**src/wit_pkg.sv**
```systemverilog
// Package with the register map, field positions, reset values and timing constants of the watchdog interval timer.
package wit_pkg;

    localparam int ADDR_W = 2;
    localparam int WDATA_W = 16;
    localparam int REG_W = 8;

    localparam logic [1:0] OFS_COUNTER = 2'h0;
    localparam logic [1:0] OFS_CONTROL = 2'h1;
    localparam logic [1:0] OFS_RESET_CTRL = 2'h2;

    // Key bytes carried in the upper half of a protected write.
    localparam logic [7:0] KEY_COUNTER = 8'h5A;
    localparam logic [7:0] KEY_CONTROL = 8'hA5;

    localparam int CTRL_FLAG_BIT = 7;
    localparam int CTRL_MODE_BIT = 6;
    localparam int CTRL_RUN_BIT = 5;
    localparam int CTRL_SEL_LSB = 0;
    localparam int RST_FLAG_BIT = 7;
    localparam int RST_ENABLE_BIT = 6;
    localparam int RST_KIND_BIT = 5;

    localparam logic [7:0] COUNTER_RESET = 8'h00;
    localparam logic [7:0] COUNTER_MAX = 8'hFF;
    localparam logic [7:0] CONTROL_ONES = 8'h18;
    localparam logic [7:0] RESET_CTRL_ONES = 8'h1F;
    localparam logic [2:0] SEL_RESET = 3'h0;

    // Divider exponents for select codes 7 down to 0: 13, 12, 10, 9, 8, 7, 6, 1 (ratios 8192 down to 2).
    localparam int PRESCALE_W = 13;
    localparam logic [31:0] DIV_SHIFT_TABLE = 32'hDCA9_8761;

    localparam int CLK_PERIOD_NS = 10;
    localparam int PULSE_NS = 1280;
    localparam int PULSE_CYCLES = (PULSE_NS + CLK_PERIOD_NS - 1) / CLK_PERIOD_NS;
    localparam int PULSE_CNT_W = 9;

    typedef enum logic {
        MODE_INTERVAL = 1'b0,
        MODE_WATCHDOG = 1'b1
    } wit_mode_e;

    typedef enum logic {
        PULSE_IDLE = 1'b0,
        PULSE_DRIVE = 1'b1
    } wit_pulse_e;

endpackage

```
**src/wit_prescaler.sv**
```systemverilog
// Free-running prescaler that gives one-cycle count enables at the selected division ratio.
`timescale 1ns/100ps
module wit_prescaler #(
    parameter int PRESCALE_W = wit_pkg::PRESCALE_W
) (
    input wire logic clk_i,
    input wire logic rst_i,
    input wire logic clear_i,
    input wire logic [2:0] sel_i,
    output logic tick_o
);

    if (PRESCALE_W < 13) begin : g_width_check
        $error("Prescaler too narrow for the largest division ratio.");
    end

    logic [PRESCALE_W-1:0] count_reg;
    logic [PRESCALE_W-1:0] count_next;
    logic tick_reg;
    logic tick_next;

    // Returns the low-bit mask whose all-ones state marks the end of one divided period.
    function automatic logic [PRESCALE_W-1:0] tap_mask(input logic [2:0] sel);
        logic [3:0] shift;
        shift = wit_pkg::DIV_SHIFT_TABLE[sel*4 +: 4];
        tap_mask = PRESCALE_W'((1 << shift) - 1);
    endfunction

    always_comb begin
        if (clear_i) begin
            count_next = '0;
            tick_next = 1'b0;
        end else begin
            count_next = count_reg + PRESCALE_W'(1);
            tick_next = ((count_reg & tap_mask(sel_i)) == tap_mask(sel_i));
        end
    end

    always_ff @(posedge clk_i) begin
        if (rst_i) begin
            count_reg <= '0;
            tick_reg <= 1'b0;
        end else begin
            count_reg <= count_next;
            tick_reg <= tick_next;
        end
    end

    assign tick_o = tick_reg;

endmodule

```
**src/wit_timer.sv**
```systemverilog
// Watchdog and interval timer with protected register writes and overflow reset requests.
//
// Behaviour
// - Eight-bit readable writable up-counter advances on selected clock pulses while enabled.
// - Wrap from FF to 00 raises overflow pin or interval interrupt per mode.
// - Counter reads zero after reset.
// - Interval overflow sets control flag bit 7; watchdog overflow never sets it.
// - Flag clears by reading one then writing zero, on stop in interval mode, or on watchdog self-reset; writing one does nothing.
// - Writing zero to run enable in interval mode clears the control flag.
// - Mode bit 6 selects interval when 0, watchdog when 1; resets to 0.
// - Watchdog overflow drives the active-low overflow output pin.
// - Interval overflow requests the interval interrupt every time.
// - Run enable bit 5 low forces counter to zero and stops it.
// - Control bits 4 and 3 read as one; software writes ones there.
// - Watchdog overflow may request internal reset, power-on or manual.
// - Three-bit select field chooses one of eight count clocks.
// - Counter and control registers change only through keyed protected writes.
// - Select codes 0 to 7 divide clock by 2,64,128,256,512,1024,4096,8192.
// - Watchdog overflow sets reset-control flag bit 7; read one, write zero clears.
// - Reset enable high requests chip reset; low resets only counter and control.
// - Reset kind bit chooses power-on when 0, manual when 1.
`timescale 1ns/100ps
module wit_timer #(
    parameter int COUNT_W = 8,
    parameter int PULSE_CYCLES = wit_pkg::PULSE_CYCLES
) (
    input wire logic clk_i,
    input wire logic rst_i,
    input wire logic [wit_pkg::ADDR_W-1:0] addr_i,
    input wire logic [wit_pkg::WDATA_W-1:0] wdata_i,
    input wire logic we_i,
    input wire logic re_i,
    output logic [wit_pkg::REG_W-1:0] rdata_o,
    output logic interval_tick_interrupt_o,
    output logic standby_wake_o,
    output logic watchdog_overflow_out_n_o,
    output logic power_on_reset_req_o,
    output logic manual_reset_req_o
);

    if (COUNT_W != 8) begin : g_count_check
        $error("The counter must be eight bits wide.");
    end
    if (PULSE_CYCLES < 8 || PULSE_CYCLES >= (1 << wit_pkg::PULSE_CNT_W)) begin : g_pulse_check
        $error("Overflow pulse length out of range.");
    end

    logic [7:0] counter_reg;
    logic [7:0] counter_next;
    wit_pkg::wit_mode_e mode_reg;
    wit_pkg::wit_mode_e mode_next;
    logic run_reg;
    logic run_next;
    logic [2:0] sel_reg;
    logic [2:0] sel_next;
    logic ctrl_flag_reg;
    logic ctrl_flag_next;
    logic ctrl_armed_reg;
    logic ctrl_armed_next;
    logic wd_flag_reg;
    logic wd_flag_next;
    logic wd_armed_reg;
    logic wd_armed_next;
    logic rst_enable_reg;
    logic rst_enable_next;
    logic rst_kind_reg;
    logic rst_kind_next;
    logic [7:0] rdata_reg;
    logic [7:0] rdata_next;
    logic wake_reg;
    logic wake_next;

    wit_pkg::wit_pulse_e pulse_state_reg;
    wit_pkg::wit_pulse_e pulse_state_next;
    logic [wit_pkg::PULSE_CNT_W-1:0] pulse_cnt_reg;
    logic [wit_pkg::PULSE_CNT_W-1:0] pulse_cnt_next;
    logic pin_n_reg;
    logic pin_n_next;
    logic por_reg;
    logic por_next;
    logic man_reg;
    logic man_next;

    logic tick;
    logic overflow;
    logic wd_overflow;
    logic int_overflow;
    logic wr_counter;
    logic wr_control;
    logic wr_reset_ctrl;
    logic [7:0] control_view;
    logic [7:0] reset_view;

    wit_prescaler #(
        .PRESCALE_W(wit_pkg::PRESCALE_W)
    ) u_prescaler (
        .clk_i(clk_i),
        .rst_i(rst_i),
        .clear_i(!run_reg),
        .sel_i(sel_reg),
        .tick_o(tick)
    );

    // Decodes a keyed write to one register address.
    function automatic logic keyed_write(input logic we, input logic [1:0] addr, input logic [1:0] target,
                                         input logic [7:0] key, input logic [7:0] expect_key);
        keyed_write = we && (addr == target) && (key == expect_key);
    endfunction

    always_comb begin
        overflow = run_reg && tick && (counter_reg == wit_pkg::COUNTER_MAX);
        wd_overflow = overflow && (mode_reg == wit_pkg::MODE_WATCHDOG);
        int_overflow = overflow && (mode_reg == wit_pkg::MODE_INTERVAL);
        wr_counter = keyed_write(we_i, addr_i, wit_pkg::OFS_COUNTER, wdata_i[15:8], wit_pkg::KEY_COUNTER);
        wr_control = keyed_write(we_i, addr_i, wit_pkg::OFS_CONTROL, wdata_i[15:8], wit_pkg::KEY_CONTROL);
        wr_reset_ctrl = keyed_write(we_i, addr_i, wit_pkg::OFS_RESET_CTRL, wdata_i[15:8], wit_pkg::KEY_CONTROL);
        control_view = wit_pkg::CONTROL_ONES;
        control_view[wit_pkg::CTRL_FLAG_BIT] = ctrl_flag_reg;
        control_view[wit_pkg::CTRL_MODE_BIT] = mode_reg;
        control_view[wit_pkg::CTRL_RUN_BIT] = run_reg;
        control_view[wit_pkg::CTRL_SEL_LSB +: 3] = sel_reg;
        reset_view = wit_pkg::RESET_CTRL_ONES;
        reset_view[wit_pkg::RST_FLAG_BIT] = wd_flag_reg;
        reset_view[wit_pkg::RST_ENABLE_BIT] = rst_enable_reg;
        reset_view[wit_pkg::RST_KIND_BIT] = rst_kind_reg;
    end

    always_comb begin
        counter_next = counter_reg;
        mode_next = mode_reg;
        run_next = run_reg;
        sel_next = sel_reg;
        ctrl_flag_next = ctrl_flag_reg;
        ctrl_armed_next = ctrl_armed_reg;
        wd_flag_next = wd_flag_reg;
        wd_armed_next = wd_armed_reg;
        rst_enable_next = rst_enable_reg;
        rst_kind_next = rst_kind_reg;
        rdata_next = 8'h00;
        wake_next = int_overflow;
        if (run_reg && tick) begin
            counter_next = counter_reg + 8'h01;
        end
        if (wr_counter) begin
            counter_next = wdata_i[7:0];
        end
        if (!run_reg) begin
            counter_next = wit_pkg::COUNTER_RESET;
        end
        if (re_i) begin
            case (addr_i)
                wit_pkg::OFS_COUNTER: begin
                    rdata_next = counter_reg;
                end
                wit_pkg::OFS_CONTROL: begin
                    rdata_next = control_view;
                    ctrl_armed_next = ctrl_flag_reg;
                end
                wit_pkg::OFS_RESET_CTRL: begin
                    rdata_next = reset_view;
                    wd_armed_next = wd_flag_reg;
                end
                default: begin
                    rdata_next = 8'h00;
                end
            endcase
        end
        if (wr_control) begin
            mode_next = wit_pkg::wit_mode_e'(wdata_i[wit_pkg::CTRL_MODE_BIT]);
            run_next = wdata_i[wit_pkg::CTRL_RUN_BIT];
            sel_next = wdata_i[wit_pkg::CTRL_SEL_LSB +: 3];
            if (ctrl_armed_reg && !wdata_i[wit_pkg::CTRL_FLAG_BIT]) begin
                ctrl_flag_next = 1'b0;
            end
            if (!wdata_i[wit_pkg::CTRL_RUN_BIT] && mode_reg == wit_pkg::MODE_INTERVAL) begin
                ctrl_flag_next = 1'b0;
            end
            ctrl_armed_next = 1'b0;
        end
        if (wr_reset_ctrl) begin
            rst_enable_next = wdata_i[wit_pkg::RST_ENABLE_BIT];
            rst_kind_next = wdata_i[wit_pkg::RST_KIND_BIT];
            if (wd_armed_reg && !wdata_i[wit_pkg::RST_FLAG_BIT]) begin
                wd_flag_next = 1'b0;
            end
            wd_armed_next = 1'b0;
        end
        if (int_overflow) begin
            ctrl_flag_next = 1'b1;
        end
        if (wd_overflow) begin
            wd_flag_next = 1'b1;
            if (!rst_enable_reg) begin
                counter_next = wit_pkg::COUNTER_RESET;
                mode_next = wit_pkg::MODE_INTERVAL;
                run_next = 1'b0;
                sel_next = wit_pkg::SEL_RESET;
                ctrl_flag_next = 1'b0;
                ctrl_armed_next = 1'b0;
            end
        end
    end

    always_comb begin
        pulse_state_next = pulse_state_reg;
        pulse_cnt_next = pulse_cnt_reg;
        pin_n_next = pin_n_reg;
        por_next = por_reg;
        man_next = man_reg;
        case (pulse_state_reg)
            wit_pkg::PULSE_IDLE: begin
                if (wd_overflow) begin
                    pulse_state_next = wit_pkg::PULSE_DRIVE;
                    pulse_cnt_next = wit_pkg::PULSE_CNT_W'(PULSE_CYCLES - 1);
                    pin_n_next = 1'b0;
                    por_next = rst_enable_reg && !rst_kind_reg;
                    man_next = rst_enable_reg && rst_kind_reg;
                end
            end
            wit_pkg::PULSE_DRIVE: begin
                if (pulse_cnt_reg == '0) begin
                    pulse_state_next = wit_pkg::PULSE_IDLE;
                    pin_n_next = 1'b1;
                    por_next = 1'b0;
                    man_next = 1'b0;
                end else begin
                    pulse_cnt_next = pulse_cnt_reg - wit_pkg::PULSE_CNT_W'(1);
                end
            end
            default: begin
                pulse_state_next = wit_pkg::PULSE_IDLE;
                pin_n_next = 1'b1;
                por_next = 1'b0;
                man_next = 1'b0;
            end
        endcase
    end

    always_ff @(posedge clk_i) begin
        if (rst_i) begin
            counter_reg <= wit_pkg::COUNTER_RESET;
            mode_reg <= wit_pkg::MODE_INTERVAL;
            run_reg <= 1'b0;
            sel_reg <= wit_pkg::SEL_RESET;
            ctrl_flag_reg <= 1'b0;
            ctrl_armed_reg <= 1'b0;
            wd_flag_reg <= 1'b0;
            wd_armed_reg <= 1'b0;
            rst_enable_reg <= 1'b0;
            rst_kind_reg <= 1'b0;
            rdata_reg <= 8'h00;
            wake_reg <= 1'b0;
            pulse_state_reg <= wit_pkg::PULSE_IDLE;
            pulse_cnt_reg <= '0;
            pin_n_reg <= 1'b1;
            por_reg <= 1'b0;
            man_reg <= 1'b0;
        end else begin
            counter_reg <= counter_next;
            mode_reg <= mode_next;
            run_reg <= run_next;
            sel_reg <= sel_next;
            ctrl_flag_reg <= ctrl_flag_next;
            ctrl_armed_reg <= ctrl_armed_next;
            wd_flag_reg <= wd_flag_next;
            wd_armed_reg <= wd_armed_next;
            rst_enable_reg <= rst_enable_next;
            rst_kind_reg <= rst_kind_next;
            rdata_reg <= rdata_next;
            wake_reg <= wake_next;
            pulse_state_reg <= pulse_state_next;
            pulse_cnt_reg <= pulse_cnt_next;
            pin_n_reg <= pin_n_next;
            por_reg <= por_next;
            man_reg <= man_next;
        end
    end

    assign rdata_o = rdata_reg;
    assign interval_tick_interrupt_o = ctrl_flag_reg;
    assign standby_wake_o = wake_reg;
    assign watchdog_overflow_out_n_o = pin_n_reg;
    assign power_on_reset_req_o = por_reg;
    assign manual_reset_req_o = man_reg;
endmodule

```
**config.mk**
```make
export PLATFORM = sky130hd
export DESIGN_NAME = wit_timer
export DESIGN_NICKNAME = d
export VERILOG_FILES = /design/src/wit_pkg.sv /design/src/wit_prescaler.sv /design/src/wit_timer.sv
export SDC_FILE = /design/constraint.sdc
export NUM_CORES = 1
export LEC_CHECK = 0
export ABC_AREA = 1
export BUFFER_PORTS_ARGS = -buffer_cell sky130_fd_sc_hd__clkbuf_2
export CAP_MARGIN = 20
export CORE_UTILIZATION = 36
export CTS_CLUSTER_DIAMETER = 150
export DETAILED_ROUTE_END_ITERATION = 10
export GPL_TIMING_DRIVEN = 0
export MAX_ROUTING_LAYER = met4
export PLACE_DENSITY = 0.64
export RECOVER_POWER = 50
export REMOVE_ABC_BUFFERS = 1
export SETUP_SLACK_MARGIN = 0.4
export SYNTH_ARGS = -nofsm -noshare
export SYNTH_HDL_FRONTEND = slang
export SYNTH_SLANG_ARGS = --single-unit
```
**constraint.sdc**
```tcl
create_clock -name clk_i -period 5 [get_ports clk_i]
set_clock_uncertainty 0.15 [all_clocks]
set_input_delay 0.5 -clock clk_i [delete_from_list [all_inputs] [get_ports clk_i]]
set_output_delay 0.5 -clock clk_i [all_outputs]
set_load 0.02 [all_outputs]
```
==> reports/results.tsv, run 1 <==
metric	value	unit
outcome	finished clean	
coreArea	7810	µm²
slowest_stage	dfxtp_1	
dieArea	8490	µm²
cts_tree	yes	
drt_iter0_markers	94	
antenna_found_initial	0	
hold_violations	0	
syn2layout_area_growth	12.1	%
worst_ep_required_time	5.10	ns
start_util	0.375	
p_leak	1.39	nW
post-route-util	0.420	
grt.overflow.total	0	
cts.clk_slew.worst_paths	0.10	ns
drt-pass1-iter-count	4	
ys_ff_latch	55	
maxSlewViolCount	0	
arrival	2.66	ns
avgSynthCellArea	6.89	µm²
fin_crit	2.57	ns
via_count	2712	
crit_type	register to register	
ys_warn_count	0	
max_slew_margin	0.498	
routed_wirelength	6.31	mm
netlist_instances	425	
crit_path_end_kind	register	
worstSetupStartpointType	register	
switchingPower	0.000169	W
grt_pass1_vias	2371	
grt.total_usage	0.158	
htree_levels	2	
p_int	0.000565	W
dp_hpwl	4.87	mm
critPathTopFamily	simple AND/OR/NAND/NOR gates	
hp-class	register to register	
yosysSeqAreaShare	0.376	
place.gp.congestion	0.861	
ant_nets	0	
seqPwrFrac	0.600	
diodes	0	
p_clk_frac	0.354	
drt-wirelength-per-cell	11.2	µm
setup_violations	0	
io_pins	35	
die_h	92.2	µm
largest_register_ffs	13	
cts_sinks	55	
crit_path_max_fanout	10	
nNetsFinal	496	
post-route-drc-count	0	
finalCritPeriodShare	0.513	
drt-vias-per-instance	4.80	
critPathMaxStageDelay	0.37	ns
fp.dieW	92.2	µm
pwr-share-comb	0.046	
holdBufCountCts	0	
postCtsSetupRepairBufs	0	
finalSetupTns	0	ns
peakVddDrop	0.220	mV
worst_pin_slew	0.753	ns
layout_commonest_cell	nand2_1	
grt_pass1_wl	10.6	mm
grt_max_degree	18	
cts.repair.resized	0	
final_area	3280	µm²
rows	32	
pwr_density_cell	224	nW/µm²
rsz0062_at_grt	false	
maxCapViolations	0	
drive_gt1_frac	0.0842	
clockBufferDepth	2	
clkLatencyLatePin	0.31	ns
placed_area	3210	µm²
root_buffer	clkbuf_8	
io_buffers	34	
syn_area	2930	µm²
switching_share	0.230	
layout_common_cells	84 x nand2_1, 68 x inv_1, 55 x nor2_1, 55 x dfxtp_1, 32 x nand3_1	
synth.distinct_cells	31	
cp_num_buf_inv	2	
path_cells	inv_1 > ha_1 > inv_1 > nand2_1 > nand2_2 > nand4_1 > ha_1 > o21ai_0 > a21oi_1 > nand3_1 > nor2_1 > nand3_1 > nor2_1 > nand3_1 > nor2_1	
numCtsBuffers	5	
fmax	390	MHz
[cell families (layout without fill, tap and decap cells)]
| group | Yosys count | count (layout) | synth area share |
|---|---|---|---|
| compound gates | 71 | 71 | 0.143 |
| buf+inv | 74 | 112 | 0.0949 |
| flops | 55 | 55 | 0.376 |
| xor+xnor | 9 | 9 | 0.0269 |
| fa+ha+maj | 12 | 12 | 0.0513 |
| simple gates | 204 | 204 | 0.307 |
[power groups by stage]
stage	logic [W]	clock network (W)	registers (W)
after floorplan	0.0000139	0	0.000452
after global placement	0.0000335	0	0.000451
after detailed placement	0.0000341	0	0.000451
after CTS	0.0000343	0.000271	0.000441
after global routing	0.0000372	0.000288	0.000441
final	0.0000336	0.000260	0.000441
[layout make-up]
class | instances | area [µm²]
Fill cell | 824 | 4530
Tap cell | 102 | 128
Clock inverter | 2 | 16.3
Inverter | 70 | 263
Timing Repair Buffer | 34 | 150
Multi-Input combinational cell | 296 | 1540
Sequential cell | 55 | 1100
Clock buffer | 6 | 82.6
[metal layers]
metal / global-route usage / part of all wire / up-vias
met2: 0.246 / 0.43 / 47
met1: 0.217 / 0.52 / 1211
met5: - / 0 / -
met3: 0.0274 / 0.041 / 5
li1: - / - / 1449
met4: 0.0273 / 0.0070 / 0
[final timing paths]
path	end	start	slack (ns)	cells after the start
setup / recovery	u_prescaler.tick_o$_SDFF_PP0_	sel_reg[0]$_SDFF_PP0_	2.43	15
hold / removal	pulse_cnt_reg[8]$_SDFFE_PP0P_	pulse_cnt_reg[8]$_SDFFE_PP0P_	0.31	2
setup reg to reg	u_prescaler.tick_o$_SDFF_PP0_	sel_reg[0]$_SDFF_PP0_	2.43	15
hold reg to reg	pulse_cnt_reg[8]$_SDFFE_PP0P_	pulse_cnt_reg[8]$_SDFFE_PP0P_	0.31	2
[per-stage QoR]
stage          worst slack (ns)  power, W  instances  hold WS (ns)
2_1_floorplan              2.78  0.000466        421         0.267
3_3_place_gp               2.47  0.000484        557         0.281
3_5_place_dp               2.43  0.000485        557         0.294
4_1_cts                    2.40  0.000746        565         0.302
5_1_grt                    2.07  0.000767        565         0.308
6_report                   2.43  0.000734        565         0.306
[worst register-to-register path, stage by stage (launching register included)]
cell,delay (ns)
dfxtp_1,0.37
inv_1,0.10
ha_1,0.32
inv_1,0.06
nand2_1,0.07
nand2_2,0.16
nand4_1,0.21
ha_1,0.34
o21ai_0,0.06
a21oi_1,0.13
nand3_1,0.09
nor2_1,0.10
nand3_1,0.08
nor2_1,0.10
nand3_1,0.08
nor2_1,0.08
[synth_stat cells (all sizes together)]
cell | n | area (µm²)
a211oi | 10 | 75.1
a21oi | 30 | 165
a221oi | 1 | 8.76
clkbuf | 4 | 15.0
dfxtp | 55 | 1100
ha | 12 | 150
inv | 70 | 263
nand2 | 87 | 334
nand3 | 32 | 165
nand3b | 2 | 15.0
nand4 | 7 | 43.8
nor2 | 58 | 228
nor3 | 10 | 61.3
nor3b | 2 | 15.0
nor4 | 4 | 25.0
o211ai | 3 | 22.5
o21a | 1 | 7.51
o21ai | 23 | 115
o221ai | 1 | 8.76
o311ai | 1 | 8.76
o31ai | 1 | 7.51
or2 | 2 | 12.5
xnor2 | 5 | 43.8
xor2 | 4 | 35.0
No activity file was read; power rests on OpenSTA's default activity.
==> run 2: changes to the inputs <==
==> constraint.sdc (replaced) <==
create_clock -name clk_i -period 2.57 [get_ports clk_i]
set_clock_uncertainty 0.15 [all_clocks]
set_input_delay 0.257 -clock clk_i [delete_from_list [all_inputs] [get_ports clk_i]]
set_output_delay 0.257 -clock clk_i [all_outputs]
set_load 0.02 [all_outputs]
==> reports/results.tsv, run 2 (synthesis gave the netlist of run 1 again) <==
metric	value	unit	change
outcome	finished clean		
dp_hpwl	4.87	mm	unchanged
arrival	2.41	ns	-0.25 ns
layout.cells.non_filler	575		+1.8%
routed_wirelength	6.60	mm	+4.5%
fmax	433	MHz	+11%
holdBufCountCts	0		unchanged
diodes	0		unchanged
clkLatencyLatePin	0.31	ns	about the same
path_cells	inv_4 > ha_4 > inv_2 > nand2_4 > nand2_2 > nand4_1 > ha_1 > o21ai_1 > a21oi_1 > nand3_1 > nor2_1 > nand3_1 > nor2_1 > nand3_1 > nor2_1		
finalCritPeriodShare	0.899		+0.386
rows	32		unchanged
cts.clk_slew.worst_paths	0.10	ns	about the same
placed_area	3210	µm²	unchanged
post-route-util	0.444		+0.0242
via_count	2759		+1.7%
clockBufferDepth	2		unchanged
drt-pass1-iter-count	4		unchanged
grt_pass1_vias	2428		+2.4%
nNetsFinal	506		+2.0%
hold_violations	0		unchanged
drive_gt1_frac	0.159		+0.0743
finalSetupTns	0	ns	unchanged
post-route-drc-count	0		unchanged
antenna_found_initial	0		unchanged
grt_pass1_wl	10.8	mm	+1.6%
worstSetupStartpointType	register		
drt-wirelength-per-cell	11.5	µm	+2.7%
critPathMaxStageDelay	0.38	ns	about the same
hp-class	input pin to register		
start_util	0.375		unchanged
worst_ep_required_time	2.67	ns	-2.43 ns
fp.dieW	92.2	µm	unchanged
coreArea	7810	µm²	unchanged
cts_tree	yes		
crit_type	register to register		
layout_commonest_cell	nand2_1		
p_leak	1.44	nW	+3.6%
dp_cells	557		unchanged
cts_sinks	55		unchanged
ant_nets	0		unchanged
crit_path_end_kind	register		
layout_common_cells	79 x nand2_1, 61 x inv_1, 52 x nor2_1		
final_area	3470	µm²	+5.8%
numCtsBuffers	5		unchanged
register_area	1110	µm²	+0.91%
drt_iter0_markers	82		-13%
grt.total_usage	0.161		+0.00252
max_slew_margin	0.508		+0.00980
fin_crit	2.31	ns	-0.254 ns
htree_levels	2		unchanged
syn2layout_area_growth	18.6	%	
crit_path_max_fanout	4		-6
largest_register_ffs	13		unchanged
worst_pin_slew	0.738	ns	-0.0147 ns
root_buffer	clkbuf_8		
dieArea	8490	µm²	unchanged
fill_cells	808		-1.9%
maxCapViolations	0		unchanged
grt.overflow.total	0		unchanged
io_pins	35		unchanged
slowest_stage	dfxtp_4		
drt-vias-per-instance	4.80		about the same
io_buffers	34		unchanged
grt_max_degree	18		unchanged
die_h	92.2	µm	unchanged
place.gp.congestion	0.861		unchanged
multiInputGateArea	1640	µm²	+6.3%
rsz0062_at_grt	true		
pwr_density_cell	412	nW/µm²	+84%
setup_violations	0		unchanged
maxSlewViolCount	0		unchanged
peakVddDrop	0.441	mV	+100%
run 2: changes by cell type in the layout (fill, tap and decap cells not counted), moves of 4 or more:
cell,change
buf_4,+10
inv_1,-7
inv_2,+5
nand2_1,-5
dfxtp_1,-4
ha_1,-4
run 2: timing repair:
action                                  in CTS  in global routing
pin swaps                                    6                 15
setup buffers                                6                  4
endpoints found under the hold margin        0                  0
cloned                                       0                  0
gates resized for setup                     13                 26
endpoints found under the setup margin       1                 21
run 2: path summary, 6_finish.rpt:
path                                  from                             to  slack [ns]  cells past startpoint
max                  sel_reg[0]$_SDFF_PP0_  u_prescaler.tick_o$_SDFF_PP0_        0.26                     15
min                             wdata_i[3]      counter_reg[3]$_SDFF_PP0_        0.06                      3
max reg2reg          sel_reg[0]$_SDFF_PP0_  u_prescaler.tick_o$_SDFF_PP0_        0.26                     15
min reg2reg  pulse_cnt_reg[8]$_SDFFE_PP0P_  pulse_cnt_reg[8]$_SDFFE_PP0P_        0.31                      2
run 2: critical path: cells and delay by family (launching register included):
kind                       cells  cell delay (ns)
adders and majority gates      2             0.55
AOI/OAI and AO/OA              2             0.19
DFF                            1             0.38
and+or+nand+nor                9             0.87
buffers and inverters          2             0.12
run 2: routing by layer:
layer,vias to the layer above,share of wire,global-route usage
li1,1474,-,-
met1,1236,0.51,0.219
met2,47,0.45,0.252
met3,2,0.039,0.0274
met4,0,0.0044,0.0273
met5,-,0,-
run 2: final cells by class:
| class | count | area share |
|---|---|---|
| sequential | 55 | 0.320 |
| clock inverter | 2 | 0.00469 |
| clock buffer | 6 | 0.0238 |
| inverter | 70 | 0.0779 |
| multi-input combinational | 296 | 0.472 |
| timing repair buffer | 44 | 0.0649 |
| tap | 102 | 0.0368 |
run 2: power by group:
part | internal [W] | total [W] | switching [W] | leakage, nW
logic | 0.0000228 | 0.0000664 | 0.0000435 | 0.944
clock network | 0.000221 | 0.000508 | 0.000288 | 0.0474
registers | 0.000854 | 0.000855 | 0.00000150 | 0.446
total | 0.00110 | 0.00143 | 0.000333 | 1.44
run 2: per-stage QoR:
step                      setup slack [ns]  hold slack [ns]  power [W]
after global routing                 0.134           0.0648    0.00149
after global placement              0.0406            0.281   0.000942
after CTS                            0.272           0.0592    0.00145
final                                0.259           0.0616    0.00143
after floorplan                      0.350            0.176   0.000907
after detailed placement           0.00419            0.294   0.000943
